**config.mk**
```make
export PLATFORM = sky130hd
export DESIGN_NAME = sdl_link_ctrl
export DESIGN_NICKNAME = d
export VERILOG_FILES = /design/src/core/sdl_pkg.sv /design/src/core/sdl_rx_align.sv /design/src/core/sdl_link_ctrl.sv
export VERILOG_INCLUDE_DIRS = /design/src /design/src/core
export SDC_FILE = /design/constraint.sdc
export NUM_CORES = 1
export LEC_CHECK = 0
export BUFFER_PORTS_ARGS = -buffer_cell sky130_fd_sc_hd__buf_2
export CAP_MARGIN = 0
export CORE_MARGIN = 2
export CORE_UTILIZATION = 59
export CTS_CLUSTER_DIAMETER = 100
export CTS_CLUSTER_SIZE = 8
export DETAILED_ROUTE_END_ITERATION = 8
export PLACE_DENSITY = 0.86
export SETUP_SLACK_MARGIN = 0.05
export SKIP_CTS_REPAIR_TIMING = 1
export SLEW_MARGIN = 20
export SYNTH_ARGS = -nofsm -noshare
export SYNTH_HDL_FRONTEND = slang
export SYNTH_SLANG_ARGS = --single-unit
```
**constraint.sdc**
```tcl
create_clock -name clk_i -period 4.3 [get_ports clk_i]
set_input_delay 0.645 -clock clk_i [delete_from_list [all_inputs] [get_ports clk_i]]
set_output_delay 0.645 -clock clk_i [all_outputs]
set_load 0.1 [all_outputs]
```
**src/core/sdl_map.svh**
```systemverilog
`ifndef SDL_MAP_SVH
`define SDL_MAP_SVH

// register byte offsets
`define SDL_OFF_CTRL 8'h00
`define SDL_OFF_TXDATA 8'h04
`define SDL_OFF_STATUS 8'h08
`define SDL_OFF_RXDATA 8'h0c

// control field positions
`define SDL_CTRL_ALIGN 0
`define SDL_CTRL_EMPH 1
`define SDL_CTRL_LOOP 2

// status field positions
`define SDL_STAT_LOCK 0
`define SDL_STAT_HUNT 1

// reset values
`define SDL_CTRL_RST 3'h0
`define SDL_TXDATA_RST 18'h00000

// line coding
`define SDL_PAYLOAD_W 18
`define SDL_FRAME_W 20
`define SDL_ALIGN_WORD 18'h1fe00
`define SDL_START_BIT 1'b1
`define SDL_STOP_BIT 1'b0
`define SDL_FRAME_LAST 5'h13

// recovered clock: frame length divided in two halves
`define SDL_RXCLK_LAST 5'h13
`define SDL_RXCLK_HIGH 5'h0a

// good frames in a row before lock
`define SDL_LOCK_WORDS 3'h4

`endif

```
**src/core/sdl_pkg.sv**
```systemverilog
package sdl_pkg;

   typedef struct packed {
      logic cyc;
      logic stb;
      logic we;
      logic [7:0] adr;
      logic [3:0] sel;
      logic [31:0] dat;
   } sdl_wb_req_t;

   typedef struct packed {
      logic ack;
      logic [31:0] dat;
   } sdl_wb_rsp_t;

   typedef struct packed {
      logic fast_align;
      logic tx_emphasis_select;
      logic internal_loopback_enable;
   } sdl_ctrl_t;

   typedef struct packed {
      logic serial_out_pos;
      logic serial_out_neg;
      logic oe_pos;
      logic oe_neg;
      logic boost;
   } sdl_ser_out_t;

   typedef struct packed {
      logic [17:0] data;
      logic oe;
   } sdl_rx_bus_t;

   typedef enum logic [1:0] {
      SDL_HUNT = 2'b01,
      SDL_LOCKED = 2'b10
   } sdl_lock_state_t;

endpackage : sdl_pkg

```
**src/core/sdl_rx_align.sv**
```systemverilog
`timescale 1ns/1ns
`default_nettype none
`include "sdl_map.svh"

module sdl_rx_align (
   // clock and reset
   input wire logic clk_i,
   input wire logic rst_i,
   // serial bit stream
   input wire logic bit_i,
   // framed word out
   output logic word_valid_o,
   output logic [17:0] word_o,
   output logic locked_o
);

   logic [19:0] sh_q;
   logic [19:0] sh_d;
   logic [4:0] cnt_q;
   logic [2:0] good_q;
   sdl_pkg::sdl_lock_state_t st_q;
   logic frame_ok;
   logic align_hit;

   assign sh_d = {bit_i, sh_q[19:1]};
   assign frame_ok = (sh_d[0] == `SDL_START_BIT) && (sh_d[19] == `SDL_STOP_BIT);
   assign align_hit = (sh_d == {`SDL_STOP_BIT, `SDL_ALIGN_WORD, `SDL_START_BIT});

   always_ff @(posedge clk_i) begin
      if (rst_i) begin
         sh_q <= 20'h00000;
      end else begin
         sh_q <= sh_d;
      end
   end

   // sliding search while hunting, fixed boundary while locked; a framed alignment word resets it in either state
   always_ff @(posedge clk_i) begin
      if (rst_i) begin
         cnt_q <= `SDL_FRAME_LAST;
         good_q <= 3'h0;
         st_q <= sdl_pkg::SDL_HUNT;
         word_valid_o <= 1'b0;
         word_o <= 18'h00000;
      end else begin
         word_valid_o <= 1'b0;
         if (align_hit) begin
            cnt_q <= 5'h00;
            good_q <= `SDL_LOCK_WORDS;
            st_q <= sdl_pkg::SDL_LOCKED;
            word_valid_o <= 1'b1;
            word_o <= sh_d[18:1];
         end else if (cnt_q == `SDL_FRAME_LAST) begin
            if (frame_ok) begin
               cnt_q <= 5'h00;
               word_valid_o <= 1'b1;
               word_o <= sh_d[18:1];
               if (good_q != `SDL_LOCK_WORDS) begin
                  good_q <= good_q + 3'h1;
               end
               if (good_q == `SDL_LOCK_WORDS - 3'h1) begin
                  st_q <= sdl_pkg::SDL_LOCKED;
               end
            end else begin
               // stay at the last position: next bit is tried as boundary
               good_q <= 3'h0;
               st_q <= sdl_pkg::SDL_HUNT;
            end
         end else begin
            cnt_q <= cnt_q + 5'h01;
         end
      end
   end

   assign locked_o = (st_q == sdl_pkg::SDL_LOCKED);

   property p_align_boundary;
      @(posedge clk_i) disable iff (rst_i)
      align_hit |=> word_valid_o && locked_o && (cnt_q == 5'h00)
         && (word_o == `SDL_ALIGN_WORD);
   endproperty
   a_align_boundary: assert property (p_align_boundary)
      else $error("alignment word did not set the boundary at once");

endmodule // sdl_rx_align
`default_nettype wire

```
**src/core/sdl_link_ctrl.sv**
```systemverilog
// Local design decisions: the Wishbone slave port and the address map.
`timescale 1ns/1ns
`default_nettype none
`include "sdl_map.svh"

// Notes on behaviour
// - while fast align is set, transmit the fixed alignment word instead of data.
// - a framed alignment word sets the receive word boundary immediately.
// - with emphasis selected, the first bit of each equal-bit run is boosted.
// - loopback routes the transmitted serial stream into the receiver.
// - during loopback both serial outputs are released to high impedance.
// - lock goes low only after bit sync and start/stop bits are found.
// - recovered clock is serial rate over 20, held low in reset.
// - receive bus valid at recovered clock rise, released during reset.

module sdl_link_ctrl (
   // clock and reset
   input wire logic clk_i,
   input wire logic rst_i,
   // register bus
   input wire sdl_pkg::sdl_wb_req_t wb_req_i,
   output sdl_pkg::sdl_wb_rsp_t wb_rsp_o,
   // serial line
   input wire logic serial_in_pos_i,
   output sdl_pkg::sdl_ser_out_t ser_o,
   // parallel receive side
   output sdl_pkg::sdl_rx_bus_t parallel_receive_bus_o,
   output logic rx_clk_o,
   output logic rx_lock_n_o
);

   ////////////////////////////////////////////////////////////////////////////////
   // register bus

   sdl_pkg::sdl_ctrl_t ctrl_q;
   logic [17:0] txdata_q;
   logic ack_q;
   logic [31:0] rdat_q;
   logic [31:0] wmask;
   logic [31:0] wval;
   logic bus_req;
   logic do_write;
   logic [31:0] rdat_d;
   logic rx_locked;
   logic hunting;

   assign bus_req = wb_req_i.cyc && wb_req_i.stb;
   assign do_write = bus_req && wb_req_i.we && !ack_q;

   // byte enables widened to a bit mask
   genvar gi;
   generate
      for (gi = 0; gi < 4; gi++) begin : g_sel
         assign wmask[gi*8 +: 8] = {8{wb_req_i.sel[gi]}};
      end
   endgenerate

   always_comb begin
      wval = 32'h00000000;
      rdat_d = 32'h00000000;
      unique case (wb_req_i.adr)
         `SDL_OFF_CTRL: begin
            rdat_d[`SDL_CTRL_ALIGN] = ctrl_q.fast_align;
            rdat_d[`SDL_CTRL_EMPH] = ctrl_q.tx_emphasis_select;
            rdat_d[`SDL_CTRL_LOOP] = ctrl_q.internal_loopback_enable;
         end
         `SDL_OFF_TXDATA: begin
            rdat_d[17:0] = txdata_q;
         end
         `SDL_OFF_STATUS: begin
            rdat_d[`SDL_STAT_LOCK] = rx_locked;
            rdat_d[`SDL_STAT_HUNT] = hunting;
         end
         `SDL_OFF_RXDATA: begin
            rdat_d[17:0] = parallel_receive_bus_o.data;
         end
         default: begin
            rdat_d = 32'h00000000;
         end
      endcase
      wval = (rdat_d & ~wmask) | (wb_req_i.dat & wmask);
   end

   // one wait state; unmapped addresses answer with zero and ignore writes
   always_ff @(posedge clk_i) begin
      if (rst_i) begin
         ack_q <= 1'b0;
         rdat_q <= 32'h00000000;
      end else begin
         ack_q <= bus_req && !ack_q;
         rdat_q <= (bus_req && !ack_q && !wb_req_i.we) ? rdat_d : 32'h00000000;
      end
   end

   always_ff @(posedge clk_i) begin
      if (rst_i) begin
         ctrl_q <= `SDL_CTRL_RST;
      end else if (do_write && wb_req_i.adr == `SDL_OFF_CTRL) begin
         ctrl_q.fast_align <= wval[`SDL_CTRL_ALIGN];
         ctrl_q.tx_emphasis_select <= wval[`SDL_CTRL_EMPH];
         ctrl_q.internal_loopback_enable <= wval[`SDL_CTRL_LOOP];
      end
   end

   always_ff @(posedge clk_i) begin
      if (rst_i) begin
         txdata_q <= `SDL_TXDATA_RST;
      end else if (do_write && wb_req_i.adr == `SDL_OFF_TXDATA) begin
         txdata_q <= wval[17:0];
      end
   end

   assign wb_rsp_o.ack = ack_q;
   assign wb_rsp_o.dat = rdat_q;

   ////////////////////////////////////////////////////////////////////////////////
   // transmitter: one serial bit per clock, start bit first

   logic [4:0] tcnt_q;
   logic [19:0] tsh_q;
   logic tx_bit;
   logic load_frame;
   logic [17:0] tx_payload;

   assign load_frame = (tcnt_q == `SDL_FRAME_LAST);
   assign tx_payload = ctrl_q.fast_align ? `SDL_ALIGN_WORD : txdata_q;
   assign tx_bit = tsh_q[0];

   always_ff @(posedge clk_i) begin
      if (rst_i) begin
         tcnt_q <= `SDL_FRAME_LAST;
         tsh_q <= 20'h00000;
      end else if (load_frame) begin
         tcnt_q <= 5'h00;
         tsh_q <= {`SDL_STOP_BIT, tx_payload, `SDL_START_BIT};
      end else begin
         tcnt_q <= tcnt_q + 5'h01;
         tsh_q <= {1'b0, tsh_q[19:1]};
      end
   end

   sdl_pkg::sdl_ser_out_t ser_q;

   always_ff @(posedge clk_i) begin
      if (rst_i) begin
         ser_q <= '0;
      end else begin
         ser_q.serial_out_pos <= tx_bit;
         ser_q.serial_out_neg <= ~tx_bit;
         ser_q.oe_pos <= !ctrl_q.internal_loopback_enable;
         ser_q.oe_neg <= !ctrl_q.internal_loopback_enable;
         // larger swing on the first bit after a change of level
         ser_q.boost <= ctrl_q.tx_emphasis_select
            && (tx_bit != ser_q.serial_out_pos);
      end
   end

   assign ser_o = ser_q;

   ////////////////////////////////////////////////////////////////////////////////
   // receiver

   logic rx_bit;
   logic wv;
   logic [17:0] rx_word;

   // the loop taps the driven bit even while the pins are released
   assign rx_bit = ctrl_q.internal_loopback_enable
      ? ser_q.serial_out_pos : serial_in_pos_i;

   sdl_rx_align u_align (
      .clk_i(clk_i),
      .rst_i(rst_i),
      .bit_i(rx_bit),
      .word_valid_o(wv),
      .word_o(rx_word),
      .locked_o(rx_locked)
   );

   assign hunting = !rx_locked;

   logic [4:0] rdiv_q;
   logic [4:0] rdiv_d;
   logic rx_clk_q;
   logic lock_n_q;
   sdl_pkg::sdl_rx_bus_t rxbus_q;

   // divider restarts on each word so the rise falls mid-word
   always_comb begin
      if (wv) begin
         rdiv_d = 5'h00;
      end else if (rdiv_q == `SDL_RXCLK_LAST) begin
         rdiv_d = 5'h00;
      end else begin
         rdiv_d = rdiv_q + 5'h01;
      end
   end

   always_ff @(posedge clk_i) begin
      if (rst_i) begin
         rdiv_q <= 5'h00;
         rx_clk_q <= 1'b0;
      end else begin
         rdiv_q <= rdiv_d;
         rx_clk_q <= (rdiv_d >= `SDL_RXCLK_HIGH);
      end
   end

   always_ff @(posedge clk_i) begin
      if (rst_i) begin
         rxbus_q <= '0;
      end else begin
         rxbus_q.oe <= 1'b1;
         if (wv && rx_locked) begin
            rxbus_q.data <= rx_word;
         end
      end
   end

   always_ff @(posedge clk_i) begin
      if (rst_i) begin
         lock_n_q <= 1'b1;
      end else begin
         lock_n_q <= !rx_locked;
      end
   end

   assign parallel_receive_bus_o = rxbus_q;
   assign rx_clk_o = rx_clk_q;
   assign rx_lock_n_o = lock_n_q;

   ////////////////////////////////////////////////////////////////////////////////
   // checks

   property p_align_sent;
      @(posedge clk_i) disable iff (rst_i)
      (load_frame && ctrl_q.fast_align)
         |=> tsh_q == {`SDL_STOP_BIT, `SDL_ALIGN_WORD, `SDL_START_BIT};
   endproperty
   a_align_sent: assert property (p_align_sent)
      else $error("alignment word not loaded while fast align set");

   property p_emph_first_bit;
      @(posedge clk_i) disable iff (rst_i)
      ($past(ctrl_q.tx_emphasis_select) && $changed(ser_q.serial_out_pos)) |-> ser_q.boost;
   endproperty
   a_emph_first_bit: assert property (p_emph_first_bit)
      else $error("first bit of a run not boosted");

   property p_loop_path;
      @(posedge clk_i) disable iff (rst_i)
      (ctrl_q.internal_loopback_enable && $stable(ctrl_q.internal_loopback_enable))
         |-> ##[1:400] !rx_lock_n_o;
   endproperty
   a_loop_path: assert property (p_loop_path)
      else $error("receiver did not lock on looped stream");

   property p_loop_hiz;
      @(posedge clk_i) disable iff (rst_i)
      ctrl_q.internal_loopback_enable |=> !ser_o.oe_pos && !ser_o.oe_neg;
   endproperty
   a_loop_hiz: assert property (p_loop_hiz)
      else $error("serial outputs driven during loopback");

   property p_lock_cause;
      @(posedge clk_i) disable iff (rst_i)
      $fell(rx_lock_n_o) |-> $past(rx_locked) && $past(wv, 1) == 1'b1 || $past(wv, 2);
   endproperty
   a_lock_cause: assert property (p_lock_cause)
      else $error("lock asserted without a framed word");

   // a word that lands off the divider's end restarts the phase; only that cut is excused
   property p_rxclk_shape;
      @(posedge clk_i) disable iff (rst_i || (wv && rdiv_q != `SDL_RXCLK_LAST))
      $rose(rx_clk_o) |-> rx_clk_o[*8] ##1 rx_clk_o ##1 rx_clk_o ##1 !rx_clk_o;
   endproperty
   a_rxclk_shape: assert property (p_rxclk_shape)
      else $error("recovered clock high phase not ten cycles");

   property p_reset_outputs;
      @(posedge clk_i) disable iff (rst_i)
      $fell(rst_i) |-> !rx_clk_o && !parallel_receive_bus_o.oe && rx_lock_n_o;
   endproperty
   a_reset_outputs: assert property (p_reset_outputs)
      else $error("outputs not in reset state at release");

   property p_data_at_rise;
      @(posedge clk_i) disable iff (rst_i)
      $rose(rx_clk_o) |-> $stable(parallel_receive_bus_o.data) && parallel_receive_bus_o.oe;
   endproperty
   a_data_at_rise: assert property (p_data_at_rise)
      else $error("receive data changed at recovered clock rise");

endmodule // sdl_link_ctrl
`default_nettype wire

```
# Word level (Yosys, flattened, before mapping)
# Cells that the tools add are included.
# op_classes
magnitude_cmp,1
n_reduce_logical,24
bitwise_logic,7
mux,27
eq_ne,16
n_addsub,4
# ops
operator,n
18-bit 2-to-1 mux,4
18-bit AND,2
5-bit 2-to-1 mux,6
15-bit one-hot mux with 2 select lines,1
20-bit by 18-bit == test with 1-bit output (second input constant),1
19-bit 2-to-1 mux,1
18-bit inverter,1
18-bit OR,1
8-bit by 4-bit == test with 1-bit output (second input constant),2
5-bit by 1-bit adder with 5-bit output (second input constant),3
5-bit == test (second input constant),3
3-bit 2-to-1 mux,4
1-bit logical AND,10
3-bit inequality test (second input constant),3
8-bit by 3-bit == test with 1-bit output (second input constant),1
8-bit zero test,1
2-bit 2-to-1 mux,4
2-bit one-hot mux with 4 select lines,1
2-bit AND reduction,4
2-bit OR reduction,3
5-bit by 4-bit greater-or-equal comparator with 1-bit output (second input constant),1
1-bit 2-to-1 mux,5
1-bit zero test,4
2-bit nonzero test,2
other kinds (9),11
# totals
in_bits,50
wordCells,106
register_bits,158
output_inout_bits,59

# Depth between registers and ports, before layout
# logic_depth
ltp_word,6
mapped_depth,6

# Hierarchy
# Synthesis repeated with hierarchy kept, for this count alone.
# unflattened
hier_cells,605
hier_area_um2,5509.0
# modules_own_cells
module,n_inst,area_each_um2,cells_each,seq_area_each_um2
sdl_link_ctrl,1,3674.8,434,1881.8
sdl_rx_align,1,1834.3,171,960.9

# Least setup slack after synthesis
# OpenSTA, ideal clock, no wires.
# synth_path
path_type,reg2reg
start,register ser_q (netlist bit ser_o[4])
end,register u_align.word_o[10]
arrival_time_ps,2237
slack_ps,1942
path_stages_with_launch,6
required_time_ps,4179
setup_time_ps,121
cell_sequence,dfxtp_1 mux2i_1 nand2_1 o22ai_4 buf_12 mux2_4
# synth_via
elab_chain_cells,5
# synth_rtl
element,line,text
"start, declared",sdl_link_ctrl.sv:142,sdl_pkg::sdl_ser_out_t ser_q;
1-bit 2-to-1 mux *,sdl_link_ctrl.sv:169,? ser_q.serial_out_pos : serial_in_pos_i;
branches (longest 4 deep; another with 20-bit by 18-bit == test with 1-bit output),-,
"end signal, assigned",sdl_rx_align.sv:52,word_o <= sh_d[18:1];
"end signal, assigned",sdl_rx_align.sv:57,word_o <= sh_d[18:1];
"end, declared",sdl_rx_align.sv:13,"output logic [17:0] word_o,"
# Every way passes the cells marked *.
# A chain may end at the register's enable or synchronous reset.

# Final worst setup path
# layout_path
start,register ctrl_q[0] (netlist bit)
end,register u_align.word_o[0]
# layout_via
elab_chain_cells,5
# layout_rtl
element,line,text
"start, declared",sdl_link_ctrl.sv:35,sdl_pkg::sdl_ctrl_t ctrl_q;
"start signal, assigned",sdl_link_ctrl.sv:97,ctrl_q <= `SDL_CTRL_RST;
1-bit 2-to-1 mux *,sdl_link_ctrl.sv:169,
branches (longest 4 deep; another with 20-bit by 18-bit == test with 1-bit output),-,
# Marked as above.

==> results.md <==
- Top_reg_cell synth: dfxtp_1
- Max_slew headroom: 30.4%
- Clock Path Buffers: 2
- PD cells: 543 nW/um^2
- Initial Utilization: 60.7%
- IO Port Bufs: 79
- Commonest cells after routing, fill and taps aside: dfxtp_1 (142), buf_2 (78), nand2_1 (57)
- All-layer global routing usage: 27.1%
- Grt met3 use: 8.14%
- Setup Skew: 0.00808 ns
- Post-route ant nets: 0
- Initial antenna violation count: 0
- Class of the worst hold path: register to register
- First-pass GRT wire length: 21600 um
- Synth cell types: 53
- Sequential share of the synthesized area: 50.7%
- Filler cells: 633
- Critical path class: register to register
- R2R Path End: u_align.word_o[0]$_SDFFE_PP0P_
- Wire per inst: 17.4 um
- Grt peak-use layer: met2
- Final GP Congestion: 0.800
- DR pass1 iterations: 6
- Vias in the first global route: 4475
- Max cap viols: 0
- CP Launch Type: register
- Crit-path max cell delay: 0.74 ns
- Worst-Margin Slew: 1.03 ns
- First DRT Iteration DRCs: 302
- Critical Path End Type: register
- Yosys warnings: 0
- Unrepaired setup endpoints after global routing: no
- Post-synth ARST share: 0%
- Post-synth EDFFs: 0
- Largest net degree at the start of global routing: 89
- Die area: 10300 sq um
- CTS Sinks: 142
- Crit path buf inv count: 0
- Core Rows: 35
- CORE AREA: 9240 sq um
- DRC viols: 0
- CP delay by family, top: multiplexers
- Reg2reg setup slack: 1.45 ns
- WP data arrival: 3.24 ns
- Setup crit end: u_align.word_o[0]$_SDFFE_PP0P_
- Die Ht: 101 um
- Area grow syn2layout: 17.6%
- Non-Filler Instances: 781
- Max-slew violation count: 0
- DP Cell Count: 750
- Met2 usage: 46.0%
- Critical path peak fanout: 18
- Post-Syn Area: 5610 sq um
- Overflow after GRT: 0
- CP Launch Point: ctrl_q[0]$_SDFFE_PP0P_
- CP max-delay cell: o22ai_4
- Synthesized flop and latch total: 142
- Final HPWL DP: 8470 um
- Critical R2R Launch: ctrl_q[0]$_SDFFE_PP0P_
- Post-Synthesis Cells: 574
- Final hold violation count: 0
- Leak: 2.69 nW
- Met1 Use GR: 31.5%
- Via-per-instance ratio: 5.80
- Hold Path Stages: 2
- Clk Latency, worst-skew pair: 0.52 ns
- # IOs: 109
- Worst R2R Path Depth: 4
- Reg clk slew, reported paths: 0.06 ns
- Synth Area per Inst: 9.77 sq um
- Diodes inserted: 0
- CTS H-tree lvls: 4
- Final period utilization: 66.2%
- Via count: 4531
- Wirelength, routed: 13600 um
- TritonCTS clock tree: done
- Stages on the worst setup path: 4
- Tmin final: 2.85 ns
- Fmax: 351 MHz
- Die X: 101 um
- Final Hold Slack: 0.437 ns
- Cts bufs inserted: 17
- # setup viols final: 0
- Worst EP required: 4.70 ns
- Cell breakdown of the critical path: mux2i_1, nand2_1, o22ai_4, mux2_2
- Outcome: complete, no violations
- Fin nets: 696
- Share of layout cells above drive strength 1: 23.0%
- Setup_tns: 0 ns
- Final Util: 71.4%
- Clk root buf: clkbuf_8
- Peak VDD IR: 0.265 mV
- Most common cell after layout, fill and taps aside: dfxtp_1
==> kinds of logic after synthesis <==
| logic type | count (synthesis) | share of synthesized area [%] |
|---|---|---|
| flops | 142 | 50.7 |
| buf+inv | 59 | 5.40 |
| simple gates | 209 | 19.8 |
| fa+ha+maj | 6 | 1.34 |
| mux | 40 | 8.86 |
| xor+xnor | 8 | 1.25 |
| other cells | 1 | 0.0669 |
| compound gates | 109 | 12.5 |
==> worst min path at each step <==
stage | from | to | slack [ns]
after floorplan | tsh_q[1]$_SDFF_PP0_ | tsh_q[0]$_SDFF_PP0_ | 0.42
after global placement | tsh_q[6]$_SDFF_PP0_ | tsh_q[5]$_SDFF_PP0_ | 0.42
after detailed placement | tsh_q[9]$_SDFF_PP0_ | tsh_q[8]$_SDFF_PP0_ | 0.44
after CTS | tsh_q[2]$_SDFF_PP0_ | tsh_q[1]$_SDFF_PP0_ | 0.44
after global routing | rdiv_q[0]$_SDFF_PP0_ | rdiv_q[0]$_SDFF_PP0_ | 0.46
final | tsh_q[2]$_SDFF_PP0_ | tsh_q[1]$_SDFF_PP0_ | 0.44
==> cells in the mapped netlist (2+ instances only) <==
| master | n | share of area (%) |
|---|---|---|
| mux2_4 | 10 | 2.7 |
| o31ai_1 | 2 | 0.27 |
| xor2_1 | 3 | 0.47 |
| nor2_1 | 37 | 2.5 |
| a22oi_1 | 15 | 2.0 |
| xnor2_1 | 5 | 0.78 |
| buf_1 | 5 | 0.33 |
| nand3_1 | 7 | 0.62 |
| o21ai_0 | 8 | 0.71 |
| ha_1 | 6 | 1.3 |
| a31oi_1 | 8 | 0.89 |
| a21oi_1 | 45 | 4.0 |
| dfxtp_1 | 142 | 51 |
| nor3_2 | 2 | 0.36 |
| buf_4 | 16 | 2.1 |
| inv_1 | 10 | 0.67 |
| nor3b_1 | 2 | 0.27 |
| nor2b_1 | 38 | 4.2 |
| nor4_1 | 4 | 0.45 |
| clkbuf_1 | 23 | 1.5 |
| mux2i_1 | 11 | 2.0 |
| nand4_1 | 2 | 0.22 |
| nand3b_1 | 10 | 1.3 |
| buf_2 | 4 | 0.36 |
| a211oi_1 | 21 | 2.8 |
| and3_1 | 14 | 1.6 |
| nand2_1 | 57 | 3.8 |
| mux2_2 | 17 | 3.4 |
| mux4_2 | 2 | 0.80 |
| and2_1 | 5 | 0.56 |
| nor3_1 | 20 | 1.8 |
| a311o_1 | 2 | 0.36 |
==> state kept, by name, indices dropped and copies added (netlist names), 4 cells and up <==
register,cells
parallel_receive_bus_o,19
rdat_q,18
rdiv_q,5
ser_o,4
tcnt_q,5
tsh_q,19
txdata_q,18
u_align.cnt_q,5
u_align.sh_q,19
u_align.word_o,18
==> where the power goes <==
part / leakage, nW / switching (W) / internal (W) / total [W]
registers: 1.15 / 0.0000704 / 0.00142 / 0.00149
clock network: 0.289 / 0.000539 / 0.000966 / 0.00150
logic: 1.25 / 0.000404 / 0.000186 / 0.000591
==> worst register-to-register path, cell delays in order (launching register included) <==
cell	delay, ns
dfxtp_1	0.42
mux2i_1	0.68
nand2_1	0.46
o22ai_4	0.74
mux2_2	0.44
==> metrics by stage <==
step           setup WS (ns)  power (W)  cell area (sq um)
2_1_floorplan           1.94    0.00196               5660
3_5_place_dp            1.35    0.00206               5980
5_1_grt                 1.40    0.00370               6600
6_report                1.45    0.00358               6600
3_3_place_gp            1.50    0.00203               5980
4_1_cts                 1.51    0.00358               6600
==> per-layer routing <==
metal	wire, um	up-vias
met2	6940	217
met4	384	0
met3	860	38
li1	-	2128
met5	0	-
met1	5420	2148
==> cell type report <==
type / instances / area (sq um) / area share, %
timing repair buffer: 83 / 428 / 6.49
sequential: 142 / 2840 / 43.1
inverter: 10 / 37.5 / 0.569
tap: 129 / 161 / 2.45
multi-input combinational: 386 / 2510 / 38.1
clock buffer: 20 / 445 / 6.75
clock inverter: 11 / 165 / 2.50
(Power assumes the default switching activity.)
